## config.mk

```make
export PLATFORM = sky130hd
export DESIGN_NAME = kbil_keypad_interrupt_latch
export DESIGN_NICKNAME = d
export VERILOG_FILES = /design/src/hdl/kbil_pkg.sv /design/src/hdl/kbil_apb.sv /design/src/hdl/kbil_keypad_interrupt_latch.sv /design/src/hdl/kbil_sync.sv
export SDC_FILE = /design/constraint.sdc
export NUM_CORES = 1
export LEC_CHECK = 0
export BUFFER_PORTS_ARGS = -buffer_cell sky130_fd_sc_hd__buf_2
export CORE_UTILIZATION = 50
export CTS_CLUSTER_DIAMETER = 60
export DETAILED_ROUTE_END_ITERATION = 6
export GPL_TIMING_DRIVEN = 0
export PLACE_DENSITY = 0.85
export SLEW_MARGIN = 20
export SYNTH_ARGS = -nofsm -noshare
export SYNTH_HDL_FRONTEND = slang
export SYNTH_HIERARCHICAL = 1
export SYNTH_SLANG_ARGS = --single-unit
```

## constraint.sdc

```tcl
create_clock -name clock -period 2.65 [get_ports clock]
set_input_delay 0.1325 -clock clock [delete_from_list [all_inputs] [get_ports clock]]
set_output_delay 0.1325 -clock clock [all_outputs]
set_load 0.03 [all_outputs]
```

## src/hdl/kbil_pkg.sv

```systemverilog
// package for the keypad interrupt latch: register map, field layout, types
// assumes an APB slave with 32-bit data and byte addressing
package kbil_pkg;
	localparam int          KBIL_NUM_INPUTS = 8;
	localparam int          KBIL_PULLUP_PINS = 6;
	localparam logic [11:0] KBIL_ADDR_STATUS_CONTROL = 12'h06C; // index 1B
	localparam logic [11:0] KBIL_ADDR_PIN_ENABLE     = 12'h070; // index 1C
	localparam logic [7:0]  KBIL_INDEX_STATUS_CONTROL = 8'h1B;
	localparam logic [7:0]  KBIL_INDEX_PIN_ENABLE     = 8'h1C;
	localparam int          KBIL_BIT_SENSITIVITY = 0;
	localparam int          KBIL_BIT_MASK        = 1;
	localparam int          KBIL_BIT_ACK         = 2;
	localparam int          KBIL_BIT_PENDING     = 3;
	localparam logic [7:0]  KBIL_RESET_BYTE      = 8'h00;
	localparam logic [15:0] KBIL_VECTOR_ADDR_HIGH = 16'hFFDC;
	localparam logic [15:0] KBIL_VECTOR_ADDR_LOW  = 16'hFFDD;

	// apb request as seen by the slave
	typedef struct packed {
		logic        sel;
		logic        enable;
		logic        write;
		logic [11:0] addr;
		logic [31:0] wdata;
	} kbil_apb_req_t;

	// system side control levels and strobes
	typedef struct packed {
		logic vectorFetch;
		logic breakState;
		logic breakClearEnable;
	} kbil_sys_t;
endpackage : kbil_pkg

```

## src/hdl/kbil_apb.sv

```systemverilog
// apb slave front end: decodes access phase into write strobes and an access flag, and the address alone into an unmapped flag
// assumes one wait-free transfer; pready is high in every access phase
module kbil_apb
	import kbil_pkg::*;
(
	input  wire logic          clock,
	input  wire logic          arst_n,
	input  wire kbil_apb_req_t req,
	output logic               writeStatus,
	output logic               writePins,
	output logic               accessNow,
	output logic               unmapped
);
	// combinational decode of the access phase and the address
	always_comb begin
		accessNow   = req.sel && req.enable;
		writeStatus = accessNow && req.write
			&& req.addr == KBIL_ADDR_STATUS_CONTROL;
		writePins   = accessNow && req.write
			&& req.addr == KBIL_ADDR_PIN_ENABLE;
		unmapped    = req.addr != KBIL_ADDR_STATUS_CONTROL
			&& req.addr != KBIL_ADDR_PIN_ENABLE;
	end
endmodule : kbil_apb

```

## src/hdl/kbil_keypad_interrupt_latch.sv

```systemverilog
// keypad interrupt latch: eight enabled key inputs, edge or edge-plus-level
// assumes APB master on clock, keypad pins asynchronous, cpu drives fetch
module kbil_keypad_interrupt_latch
	import kbil_pkg::*;
#(
	parameter int NUM_INPUTS = KBIL_NUM_INPUTS
) (
	input  wire logic                  clock,
	input  wire logic                  arst_n,
	input  wire logic                  psel,
	input  wire logic                  penable,
	input  wire logic                  pwrite,
	input  wire logic [11:0]           paddr,
	input  wire logic [31:0]           pwdata,
	input  wire logic [3:0]            pstrb,
	output logic      [31:0]           prdata,
	output logic                       pready,
	output logic                       pslverr,
	input  wire logic [NUM_INPUTS-1:0] keypadInput,
	input  wire logic [NUM_INPUTS-1:0] portDirection,
	input  wire logic                  vectorFetch,
	input  wire logic                  breakState,
	input  wire logic                  breakClearEnable,
	output logic      [NUM_INPUTS-1:0] pullupEnable,
	output logic      [NUM_INPUTS-1:0] pinDirection,
	output logic                       interruptRequest,
	output logic                       wakeRequest,
	output logic                       keypadPendingFlag
);
	typedef enum logic [1:0] {
		KBIL_IDLE,
		KBIL_LATCHED,
		KBIL_ACKED_WAIT
	} kbil_state_t;

	kbil_apb_req_t             apbReq;
	kbil_state_t               state;
	kbil_state_t               next_state;
	logic [NUM_INPUTS-1:0]     keypadSync;
	logic [NUM_INPUTS-1:0]     keypadPinEnable;
	logic                      keypadMask;
	logic                      keypadSensitivity;
	logic                      anyLow;
	logic                      anyLowPrev;
	logic                      fallEvent;
	logic                      ackEvent;
	logic                      writeStatus;
	logic                      writePins;
	logic                      accessNow;
	logic                      unmapped;
	logic                      pending;
	logic                      byteZeroWritten;

	// true when any enabled input is low
	function automatic logic enabledLow(
		input logic [NUM_INPUTS-1:0] level,
		input logic [NUM_INPUTS-1:0] enable
	);
		enabledLow = |(~level & enable);
	endfunction : enabledLow

	assign apbReq = '{sel: psel, enable: penable, write: pwrite,
		addr: paddr, wdata: pwdata};

	kbil_sync #(
		.WIDTH(NUM_INPUTS)
	) u_sync (
		.clock  (clock),
		.arst_n (arst_n),
		.asyncIn(keypadInput),
		.syncOut(keypadSync)
	);

	kbil_apb u_apb (
		.clock      (clock),
		.arst_n     (arst_n),
		.req        (apbReq),
		.writeStatus(writeStatus),
		.writePins  (writePins),
		.accessNow  (accessNow),
		.unmapped   (unmapped)
	);

	// only byte lane zero carries the eight register bits
	assign byteZeroWritten = pstrb[0];

	// pin enable register, one bit per key input
	always_ff @(posedge clock or negedge arst_n) begin
		if (!arst_n) begin
			keypadPinEnable <= KBIL_RESET_BYTE;
		end else if (writePins && byteZeroWritten) begin
			keypadPinEnable <= pwdata[NUM_INPUTS-1:0];
		end
	end

	// mask and sensitivity bits of the status and control register
	always_ff @(posedge clock or negedge arst_n) begin
		if (!arst_n) begin
			keypadMask        <= 1'b0;
			keypadSensitivity <= 1'b0;
		end else if (writeStatus && byteZeroWritten) begin
			keypadMask        <= pwdata[KBIL_BIT_MASK];
			keypadSensitivity <= pwdata[KBIL_BIT_SENSITIVITY];
		end
	end

	// acknowledge from a vector fetch or a software write of one;
	// during break with clear-enable low the software write is dropped
	always_comb begin
		ackEvent = vectorFetch;
		if (writeStatus && byteZeroWritten && pwdata[KBIL_BIT_ACK]
			&& !(breakState && !breakClearEnable)) begin
			ackEvent = 1'b1;
		end
	end

	// group level: a request arms only when all enabled inputs were high
	assign anyLow = enabledLow(keypadSync, keypadPinEnable);
	assign fallEvent = anyLow && !anyLowPrev;

	always_ff @(posedge clock or negedge arst_n) begin
		if (!arst_n) begin
			anyLowPrev <= 1'b0;
		end else begin
			anyLowPrev <= anyLow;
		end
	end

	// request state machine; a new fall beats a same-cycle acknowledge
	always_comb begin
		next_state = state;
		case (state)
			KBIL_IDLE: begin
				if (fallEvent) begin
					next_state = KBIL_LATCHED;
				end
			end
			KBIL_LATCHED: begin
				if (fallEvent) begin
					next_state = KBIL_LATCHED;
				end else if (ackEvent && !keypadSensitivity) begin
					next_state = KBIL_IDLE;
				end else if (ackEvent && !anyLow) begin
					next_state = KBIL_IDLE;
				end else if (ackEvent) begin
					next_state = KBIL_ACKED_WAIT;
				end
			end
			KBIL_ACKED_WAIT: begin
				if (!keypadSensitivity) begin
					next_state = KBIL_IDLE;
				end else if (!anyLow) begin
					next_state = KBIL_IDLE;
				end
			end
			default: begin
				next_state = KBIL_IDLE;
			end
		endcase
	end

	always_ff @(posedge clock or negedge arst_n) begin
		if (!arst_n) begin
			state <= KBIL_IDLE;
		end else begin
			state <= next_state;
		end
	end

	// in level mode a low level keeps the request present even after ack
	assign pending = (next_state == KBIL_LATCHED)
		|| (next_state == KBIL_ACKED_WAIT);

	// registered outputs toward the cpu and the pins
	always_ff @(posedge clock or negedge arst_n) begin
		if (!arst_n) begin
			keypadPendingFlag <= 1'b0;
			interruptRequest  <= 1'b0;
			wakeRequest       <= 1'b0;
			pullupEnable      <= '0;
			pinDirection      <= '0;
		end else begin
			keypadPendingFlag <= pending;
			interruptRequest  <= pending && !next_mask();
			wakeRequest       <= pending && !next_mask();
			pullupEnable      <= keypadPinEnable
				& pullupPinMap();
			pinDirection      <= portDirection
				& ~keypadPinEnable;
		end
	end

	// mask value that will stand after this edge
	function automatic logic next_mask();
		next_mask = (writeStatus && byteZeroWritten)
			? pwdata[KBIL_BIT_MASK] : keypadMask;
	endfunction : next_mask

	// only the low inputs carry an internal pullup
	function automatic logic [NUM_INPUTS-1:0] pullupPinMap();
		pullupPinMap = '0;
		for (int i = 0; i < KBIL_PULLUP_PINS; i++) begin
			pullupPinMap[i] = 1'b1;
		end
	endfunction : pullupPinMap

	// apb answer: zero wait states, read data registered at setup
	always_ff @(posedge clock or negedge arst_n) begin
		if (!arst_n) begin
			prdata  <= '0;
			pready  <= 1'b0;
			pslverr <= 1'b0;
		end else begin
			pready  <= psel && !penable;
			pslverr <= psel && !penable && unmapped;
			prdata  <= '0;
			if (psel && !penable && !pwrite) begin
				if (paddr == KBIL_ADDR_STATUS_CONTROL) begin
					prdata[KBIL_BIT_PENDING]     <= keypadPendingFlag;
					prdata[KBIL_BIT_MASK]        <= keypadMask;
					prdata[KBIL_BIT_SENSITIVITY] <= keypadSensitivity;
				end else if (paddr == KBIL_ADDR_PIN_ENABLE) begin
					prdata[NUM_INPUTS-1:0] <= keypadPinEnable;
				end
			end
		end
	end
endmodule : kbil_keypad_interrupt_latch

```

## src/hdl/kbil_sync.sv

```systemverilog
// three-stage input synchroniser; change accepted when stages two and three agree
// assumes input is asynchronous to clock
module kbil_sync
	import kbil_pkg::*;
#(
	parameter int WIDTH = KBIL_NUM_INPUTS
) (
	input  wire logic             clock,
	input  wire logic             arst_n,
	input  wire logic [WIDTH-1:0] asyncIn,
	output logic      [WIDTH-1:0] syncOut
);
	logic [WIDTH-1:0] stage1;
	logic [WIDTH-1:0] stage2;
	logic [WIDTH-1:0] stage3;

	// pins idle high, so reset to high to avoid a false edge at release
	always_ff @(posedge clock or negedge arst_n) begin
		if (!arst_n) begin
			stage1  <= '1;
			stage2  <= '1;
			stage3  <= '1;
			syncOut <= '1;
		end else begin
			stage1 <= asyncIn;
			stage2 <= stage1;
			stage3 <= stage2;
			for (int i = 0; i < WIDTH; i++) begin
				if (stage2[i] == stage3[i]) begin
					syncOut[i] <= stage3[i];
				end
			end
		end
	end
endmodule : kbil_sync
```

==> results of run 1 <==
[layout by cell type, fill, tap and decap left out, types with 2 or more instances in the layout]
cell type,count
mux2_2,10
conb_1,26
o2111ai_1,2
nor2_1,6
a21oi_1,2
nand2_1,7
nand2b_1,8
and3_1,2
dlygate4sd3_1,10
clkbuf_1,3
inv_1,3
buf_4,28
dfrtp_1,39
nor2b_1,9
dfstp_2,32
maj3_2,8
clkbuf_8,9
buf_2,70
a22oi_1,3
nand4_1,2
bufinv_16,2
and2_1,6
[power breakdown]
part	switching (mW)	total, mW	leakage, nW	internal, mW
Combinational	0.123	0.216	0.835	0.0926
Clock	0.354	0.941	0.113	0.587
Sequential	0.0170	1.16	0.861	1.15
Total	0.494	2.32	1.81	1.83
[state kept, by name, summed over array words and instances, names as in the netlist]
name	count
keypadPinEnable	8
pinDirection	8
prdata	8
u_sync/stage1	8
u_sync/stage2	8
u_sync/stage3	8
u_sync/syncOut	8
pullupEnable	6
state	2
anyLowPrev	1
keypadMask	1
keypadPendingFlag	1
keypadSensitivity	1
pready	1
pslverr	1
wakeRequest	1
[stage by stage]
stage                     hold WS, ns  instance area [sq um]  setup WS, ns   util  instances
after floorplan                -0.163                   2780          1.39      -        210
after global placement          0.238                   3220          1.07  0.627        351
final                          0.0233                   3580          1.30  0.696        378
after CTS                     0.00504                   3580          1.28  0.696        378
after detailed placement      -0.0255                   3250          1.04  0.633        352
after global routing           0.0110                   3580          1.19  0.696        378
[critical path, stage by stage, from the launching register on]
cell       delay, ns
dfstp_2         0.53
nand2b_1        0.10
o2111ai_1       0.18
or2_1           0.27
and3_1          0.17
[area by class of cell]
cell class,instances,area share
plain buffers,27,0.0567
inverters,3,0.00315
clock buffers,13,0.0448
clock inverters,3,0.0182
well taps,70,0.0245
flip-flops and latches,71,0.508
repair buffers,82,0.136
multi-input cells,109,0.209
[per-layer routing]
metal,GRT usage,part of all wire,vias up
met5,0,0,-
met4,0.0905,0.017,0
met3,0.0643,0.066,7
met2,0.292,0.51,75
met1,0.196,0.41,787
li1,-,-,811
[repair_timing]
action                    CTS  global route
hold buffers               10             0
hold endpoints to repair   48             0
setup buffers               0             0
resized for setup           0             0
[how the worst max path moves through the flow]
stage / startpoint / to / cells past startpoint
floorplan: paddr[7] / keypadPinEnable[0] / 5
global placement: paddr[11] / keypadPinEnable[6] / 6
detailed placement: paddr[11] / keypadPinEnable[0] / 6
CTS: u_sync/syncOut[4] / state[1] / 4
global route: u_sync/syncOut[4] / state[1] / 4
finish: u_sync/syncOut[4] / state[1] / 4
==> results.toml, run 1 <==
[run_status]
status = "finished clean"

[synthesis]
syn_avg_cell_area_sq_um = 14.5
syn_area_sq_um = 2690
synthCells = 185
synth_warnings = 6

[drt]
vias_per_cell = 4.44
drtPass1Iterations = 4
drt_iter0_drc = 85
vias = 1680
ant_nets = 0
wire_per_inst_um = 11.7
routed_wl_mm = 4.42
drc_errors = 0

[finish]
num-fill-cells = 360
antenna_cells = 0
synthToLayoutAreaGrowth_pct = 33.2
regArea_sq_um = 1820
drive_above_1_share = 0.549
finalNetCount = 375
multiInputGateArea_sq_um = 748

[global_route]
track_usage = 0.175
grt_antenna_before_repair = 0
grt_pass1_wl_mm = 6.93
grt-ovfl-total = 0
grt_start_max_net_pins = 64
grt_pass1_vias = 1587

[sta]
finalSetupViolCount = 0
slew_viol_final = 0
setup_tns_ns = 0
max_freq_mhz = 739
hold_violations = 0
period_minus_slack_ns = 1.35
fin_skew_ns = 0.00398
rsz0062_at_grt = "false"
fin_crit_sh = 0.511

[clock_tree]
cts_tree = "built"
cts_sinks = 71
htree_levels = 3
cts_buffers = 9
worstSkewPairLatency_ns = 0.33
clockRootBuffer = "clkbuf_8"
clk_pin_slew_ns = 0.07
cts_buffer_depth = 2

[min_path]
hp-start = "portDirection[6]"
hold_depth = 2
hold_path.class = "input pin to register"
min_to = "pinDirection[6]"

[floorplanning]
io_pins = 125
num_rows = 26
initial_core_util = 0.522
core_area_sq_um = 5140
dieArea_sq_um = 5670
die_h_um = 75.3
die_width_um = 75.3

[power_and_ir_drop]
power.density_nw_per_um2 = 649
leakagePower_nw = 1.81
irDropWorstVdd_v = 0.000519
finalPower_mw = 2.32

[worst_setup_path]
end_kind = "register"
crit_fanout = 3
crit_required_ns = 2.87
r2r-end = "state[1]"
reg2reg_depth = 4
r2r-start = "u_sync/syncOut[4]"
worst_setup_path_start_kind = "register"
crit_arrival_ns = 1.57
worstSetupPathType = "register to register"
worst-r2r-setup-slack_ns = 1.30

[flow_run]
maxCapViolations = 0

[placement]
hpwl_mm = 3.09
gp_congestion = 0.747
port_buffers = 71
No activity file was read; power rests on OpenSTA's default activity.
==> run 2: changes to the inputs <==
--- a/config.mk
+++ b/config.mk
@@ -5,12 +5,13 @@
 export SDC_FILE = /design/constraint.sdc
 export NUM_CORES = 1
 export LEC_CHECK = 0
+export ABC_AREA = 1
 export BUFFER_PORTS_ARGS = -buffer_cell sky130_fd_sc_hd__buf_2
-export CORE_UTILIZATION = 50
+export CORE_UTILIZATION = 47
 export CTS_CLUSTER_DIAMETER = 60
 export DETAILED_ROUTE_END_ITERATION = 6
 export GPL_TIMING_DRIVEN = 0
-export PLACE_DENSITY = 0.85
+export PLACE_DENSITY = 0.79
 export SLEW_MARGIN = 20
 export SYNTH_ARGS = -nofsm -noshare
 export SYNTH_HDL_FRONTEND = slang
==> constraint.sdc (replaced) <==
create_clock -name clock -period 1.3 [get_ports clock]
set_input_delay 0.065 -clock clock [delete_from_list [all_inputs] [get_ports clock]]
set_output_delay 0.065 -clock clock [all_outputs]
set_load 0.03 [all_outputs]
==> run 2 against run 1 <==
The run now ends with negative setup slack left. Critical path type unchanged. Critical endpoint is now anyLowPrev. Critical path depth is 4 higher. Highest routed layer unchanged. Worst setup slack worse by 1.3 ns. Total power is 110% higher. Largest power group unchanged. Sequential cell count stayed put. Clock power is 110% higher. Count of clock-buffer cells in the layout stayed put.
==> results.toml, run 2 <==
[finish]
multiInputGateArea_sq_um = 800
stdcell_count = 501
drive_above_1_share = 0.441
stdcell_area_sq_um = 4050
antenna_cells = 0
mostFrequentLayoutCell = "buf_2"
synthToLayoutAreaGrowth_pct = 40.6
num-fill-cells = 468
finalNetCount = 493
final_cell_mix = "buf_2, inv_1, nand2_1, dfrtp_1, buf_4"
utilization = 0.684
regArea_sq_um = 1820

[synthesis]
yosys-top-cells-count = "inv_1, nand2_1, dfrtp_1"
synth.area.top_cells = "dfrtp_1, dfstp_2, buf_4"
syn_avg_cell_area_sq_um = 10.4
synthCells = 278
ys_seq_area_frac = 0.630
syn_area_sq_um = 2880
ys_dominant_reg_cell = "dfrtp_1"
synth_seq_cells = 71
synth.top_cell.area_share = 0.339
yosysUniqueCellTypes = 22
async_reset_ff_frac = 1.00
synth_warnings = 6
synth_edf_count = 0
synth_largest_area_cell = "dfrtp_1"
synth.most_common_cell = "inv_1"

[floorplanning]
io_pins = 125
num_rows = 28
core_area_sq_um = 5920
initial_core_util = 0.487
dieArea_sq_um = 6450
die_h_um = 80.3
die_width_um = 80.3

[placement]
hpwl_mm = 3.73
dp_cells = 450
port_buffers = 71
place_ws_ns = -0.156
place_area_sq_um = 3450
gp_congestion = 0.728

[flow_run]
maxCapViolations = 0

[clock_tree]
worstSkewPairLatency_ns = 0.34
htree_levels = 3
clk_pin_slew_ns = 0.07
cts_tree = "built"
cts_sinks = 71
cts_buffer_depth = 2
clockRootBuffer = "clkbuf_8"
cts_buffers = 9

[min_path]
hold_path.class = "input pin to register"

[sta]
hold-worst-slack_ns = 0.0228
fin_skew_ns = 0.0106
period_minus_slack_ns = 1.34
max_freq_mhz = 744
fin_ws_ns = -0.0443
setup_tns_ns = -0.0809
slew_viol_final = 0
rsz0062_at_grt = "true"
finalSetupViolCount = 2
fin_crit_sh = 1.03
hold_violations = 0

[worst_setup_path]
worstSetupStartpoint = "u_sync/syncOut[5]"
worst_setup_path_start_kind = "register"
end_kind = "register"
worstSetupPathType = "register to register"
endpoint = "anyLowPrev"
reg2reg_depth = 8
worst-r2r-setup-slack_ns = -0.04
crit_arrival_ns = 1.58
crit_fanout = 2
r2r-start = "u_sync/syncOut[5]"
crit_required_ns = 1.53
r2r-end = "anyLowPrev"

[drt]
vias = 2146
wire_per_inst_um = 10.8
drt_iter0_drc = 55
routed_wl_mm = 5.43
drc_errors = 0
vias_per_cell = 4.28
ant_nets = 0
drtPass1Iterations = 4

[run_status]
violations = "negative setup slack"
status = "finished with violations"

[power_and_ir_drop]
finalPower_mw = 4.88
leakagePower_nw = 2.23
power.density_nw_per_um2 = 1200
irDropWorstVdd_v = 0.000712

[global_route]
grt_pass1_vias = 2036
grt_pass1_wl_mm = 8.65
grt-ovfl-total = 0
track_usage = 0.184
grt_antenna_before_repair = 0
grt_start_max_net_pins = 54
run 2: cell count changes in the layout (fill, tap and decap cells not counted), sizes merged, moves of 4 or more:
| cell | previous run | this run |
|---|---|---|
| nor3b | 1 | 6 |
| inv | 3 | 50 |
| nor2 | 6 | 31 |
| nor2b | 10 | 0 |
| buf | 99 | 108 |
| nand2 | 7 | 50 |
| dlygate4sd3 | 10 | 26 |
| nand3 | 0 | 13 |
| nand2b | 8 | 0 |
| mux2 | 10 | 6 |
| maj3 | 8 | 0 |
| and2 | 6 | 0 |
| o21ai | 2 | 9 |
| a21oi | 2 | 11 |
run 2: final cells by class:
cell class	count	share of cell area
Sequential cell	71	0.448
Multi-Input combinational cell	156	0.197
Timing Repair Buffer	107	0.178
Buffer	27	0.0500
Clock buffer	13	0.0469
Inverter	49	0.0454
Tap cell	75	0.0232
Clock inverter	3	0.0111
run 2: per-layer routing:
layer / GRT usage / up-vias / part of all wire
met3: 0.0443 / 8 / 0.053
met2: 0.320 / 67 / 0.52
met5: 0 / - / 0
met4: 0.0893 / 0 / 0.017
met1: 0.213 / 993 / 0.41
li1: - / 1078 / -
run 2: timing repair:
item	CTS	global route
hold endpoints to repair	68	0
hold buffers	26	0
endpoints found under the setup margin	4	5
buffers inserted	4	6
pin swaps	1	4
gates resized for setup	10	4
run 2: report_power, final:
group / switching, mW / internal [mW] / leakage [nW]
clock network: 0.792 / 1.16 / 0.121
registers: 0.0391 / 2.34 / 0.861
logic: 0.309 / 0.231 / 1.25
total: 1.14 / 3.74 / 2.23
run 2: worst max-delay path, cell delays in order, from the launching register on:
cell and delay (ns):
dfstp_2 0.54, inv_1 0.04, nand2_1 0.06, nand2_2 0.07, nor2_4 0.14, nand2_2 0.07
buf_4 0.13, buf_6 0.10, buf_6 0.10
run 2: cells by family (layout without fill, tap and decap cells):
kind of cell | after synthesis | in the layout | synth area share
other cells | 1 | 26 | 0.00130
mux | 6 | 6 | 0.0234
flops | 71 | 71 | 0.630
buf+inv | 76 | 199 | 0.134
simple gates | 104 | 104 | 0.175
compound gates | 20 | 20 | 0.0360
run 2: worst min path at each step:
stage               cells past startpoint           start  slack [ns]                 to
floorplan                               0          arst_n       -0.23         anyLowPrev
global placement                        1  keypadInput[1]        0.17   u_sync/stage1[1]
detailed placement                      1          arst_n       -0.04    pinDirection[4]
CTS                                     3            psel        0.01            pslverr
global route                            3       pwdata[0]        0.03  keypadSensitivity
finish                                  3            psel        0.02            pslverr
==> run 3: changes to the inputs <==
--- a/config.mk
+++ b/config.mk
@@ -11,7 +11,8 @@
 export CTS_CLUSTER_DIAMETER = 60
 export DETAILED_ROUTE_END_ITERATION = 6
 export GPL_TIMING_DRIVEN = 0
-export PLACE_DENSITY = 0.79
+export PLACE_DENSITY = 0.9
+export RECOVER_POWER = 100
 export SLEW_MARGIN = 20
 export SYNTH_ARGS = -nofsm -noshare
 export SYNTH_HDL_FRONTEND = slang
==> run 3 against run 2 <==
Clock power barely moved. Combinational power fell by 2%. The flow still finishes with violations (negative setup slack). Largest power group unchanged. Register-to-register slack worse by 0.04 ns. Global-route usage rose by 0.56 points. Sequential power hardly changed. First-iteration DRC count rose by 110%. Maximum frequency is 3.0% lower. Worst setup slack got worse by 0.041 ns. Cell count is the same. Die area unchanged.
==> results.toml, run 3 (synthesis gave the netlist of run 2 again) <==
[run_status]
status = "finished with violations"
violations = "negative setup slack"

[sta]
period_minus_slack_ns = 1.39
finalSetupViolCount = 3
fin_ws_ns = -0.0858
setup_tns_ns = -0.209
hold-worst-slack_ns = 0.0377
hold_violations = 0
fin_skew_ns = 0.0106
max_freq_mhz = 722
tightestPinTransition_ns = 0.721
slew_viol_final = 0
fin_crit_sh = 1.07
rsz0062_at_grt = "true"
relSlewSlack = 0.515

[drt]
drc_errors = 0
vias = 2175
routed_wl_mm = 5.63
drt_iter0_drc = 113
vias_per_cell = 4.34
ant_nets = 0
drtPass1Iterations = 4
wire_per_inst_um = 11.2

[global_route]
gr-usage-met2 = 0.338
track_usage = 0.190
use_met1 = 0.207
grt_pass1_wl_mm = 8.94
grt-ovfl-total = 0
grt_use_met3 = 0.0455
grt.busiest_layer = "met2"
grt_antenna_before_repair = 0
grt_pass1_vias = 2113
grt_start_max_net_pins = 44

[floorplanning]
die_width_um = 80.3
core_area_sq_um = 5920
num_rows = 28
io_pins = 125
dieArea_sq_um = 6450
initial_core_util = 0.487
die_h_um = 80.3

[finish]
stdcell_count = 501
final_cell_mix = "inv_1, buf_2, nand2_1, dfrtp_1, buf_4"
stdcell_area_sq_um = 3970
finalNetCount = 493
antenna_cells = 0
synthToLayoutAreaGrowth_pct = 37.8
mostFrequentLayoutCell = "inv_1"
num-fill-cells = 471
drive_above_1_share = 0.352

[clock_tree]
cts_tree = "built"
cts_buffers = 9
clk_pin_slew_ns = 0.07
worstSkewPairLatency_ns = 0.34
cts_buffer_depth = 2
htree_levels = 3
cts_sinks = 71
clockRootBuffer = "clkbuf_8"

[placement]
place_area_sq_um = 3450
port_buffers = 71
gp_congestion = 0.742
dp_cells = 450
hpwl_mm = 3.89

[power_and_ir_drop]
power.density_nw_per_um2 = 1230
p_int_mw = 3.75
switchingPower_mw = 1.12
finalPower_mw = 4.87
leakagePower_nw = 2.08
seq_power_share = 0.488
p_clk_frac = 0.403
irDropWorstVdd_v = 0.000720
swShare = 0.230
combPwrFrac = 0.109

[flow_run]
maxCapViolations = 0

[worst_setup_path]
worst_setup_path_start_kind = "register"
reg2reg_depth = 9
end_kind = "register"
crit_fanout = 3
crit_required_ns = 1.51
crit_arrival_ns = 1.60
worstSetupPathType = "register to register"

[min_path]
hold_path.class = "input pin to register"
hold_depth = 3
run 3: cell types whose count changed in the layout (fill, tap and decap cells not counted), sizes merged:
cell,change
clkbuf,+30
buf,-33
inv,-1
dlygate4sd3,+1
bufinv,+1
clkinv,+2
run 3: metal layers:
| metal | share of wire | vias to the layer above | wire length, um |
|---|---|---|---|
| met4 | 0.025 | 0 | 141 |
| li1 | - | 1078 | - |
| met5 | 0 | - | 0 |
| met3 | 0.048 | 14 | 269 |
| met1 | 0.40 | 1016 | 2260 |
| met2 | 0.53 | 67 | 2960 |
run 3: metrics by stage:
stage	setup WS, ns	util
global route	-0.186	0.671
floorplan	0.0629	-
CTS	-0.0955	0.672
detailed placement	-0.180	0.582
finish	-0.0858	0.671
global placement	-0.122	0.578
run 3: final timing paths:
check | from | endpoint | slack, ns
setup / recovery | u_sync/syncOut[6] | wakeRequest | -0.09
hold / removal | psel | pslverr | 0.04
setup reg to reg | u_sync/syncOut[6] | wakeRequest | -0.09
hold reg to reg | u_sync/stage1[4] | u_sync/stage2[4] | 0.36
max in group asynchronous | arst_n | u_sync/stage3[6] | 0.17
min in group asynchronous | arst_n | pinDirection[2] | 0.30
run 3: cell type report:
class | count | area (sq um) | area share
flip-flops and latches | 71 | 1820 | 0.457
inverters | 49 | 184 | 0.0463
multi-input cells | 156 | 782 | 0.197
clock buffers | 11 | 153 | 0.0384
clock inverters | 5 | 78.8 | 0.0198
repair buffers | 107 | 661 | 0.166
well taps | 75 | 93.8 | 0.0236
plain buffers | 27 | 203 | 0.0510
run 3: power groups by stage:
stage,clock (mW),sequential (mW),combinational [mW]
final,1.97,2.38,0.529
after global routing,2.13,2.39,0.583
after CTS,2.02,2.38,0.523
after detailed placement,0,2.42,0.454
after global placement,0,2.41,0.430
after floorplan,0,2.44,0.253
run 3: critical path, cell delays in order (launching register included):
cell     delay (ns)
dfstp_2        0.55
inv_2          0.04
nand2_2        0.05
nand2_2        0.06
nor2_4         0.14
buf_4          0.12
buf_4          0.09
a21oi_1        0.06
nand2_2        0.10
a21oi_2        0.06
run 3: repair_timing:
action | 4_1_cts | 5_1_grt
hold endpoints to repair | 78 | 0
pin swaps | 2 | 8
gates resized for setup | 4 | 12
hold buffers | 27 | 0
endpoints found under the setup margin | 4 | 4
buffers inserted | 3 | 5
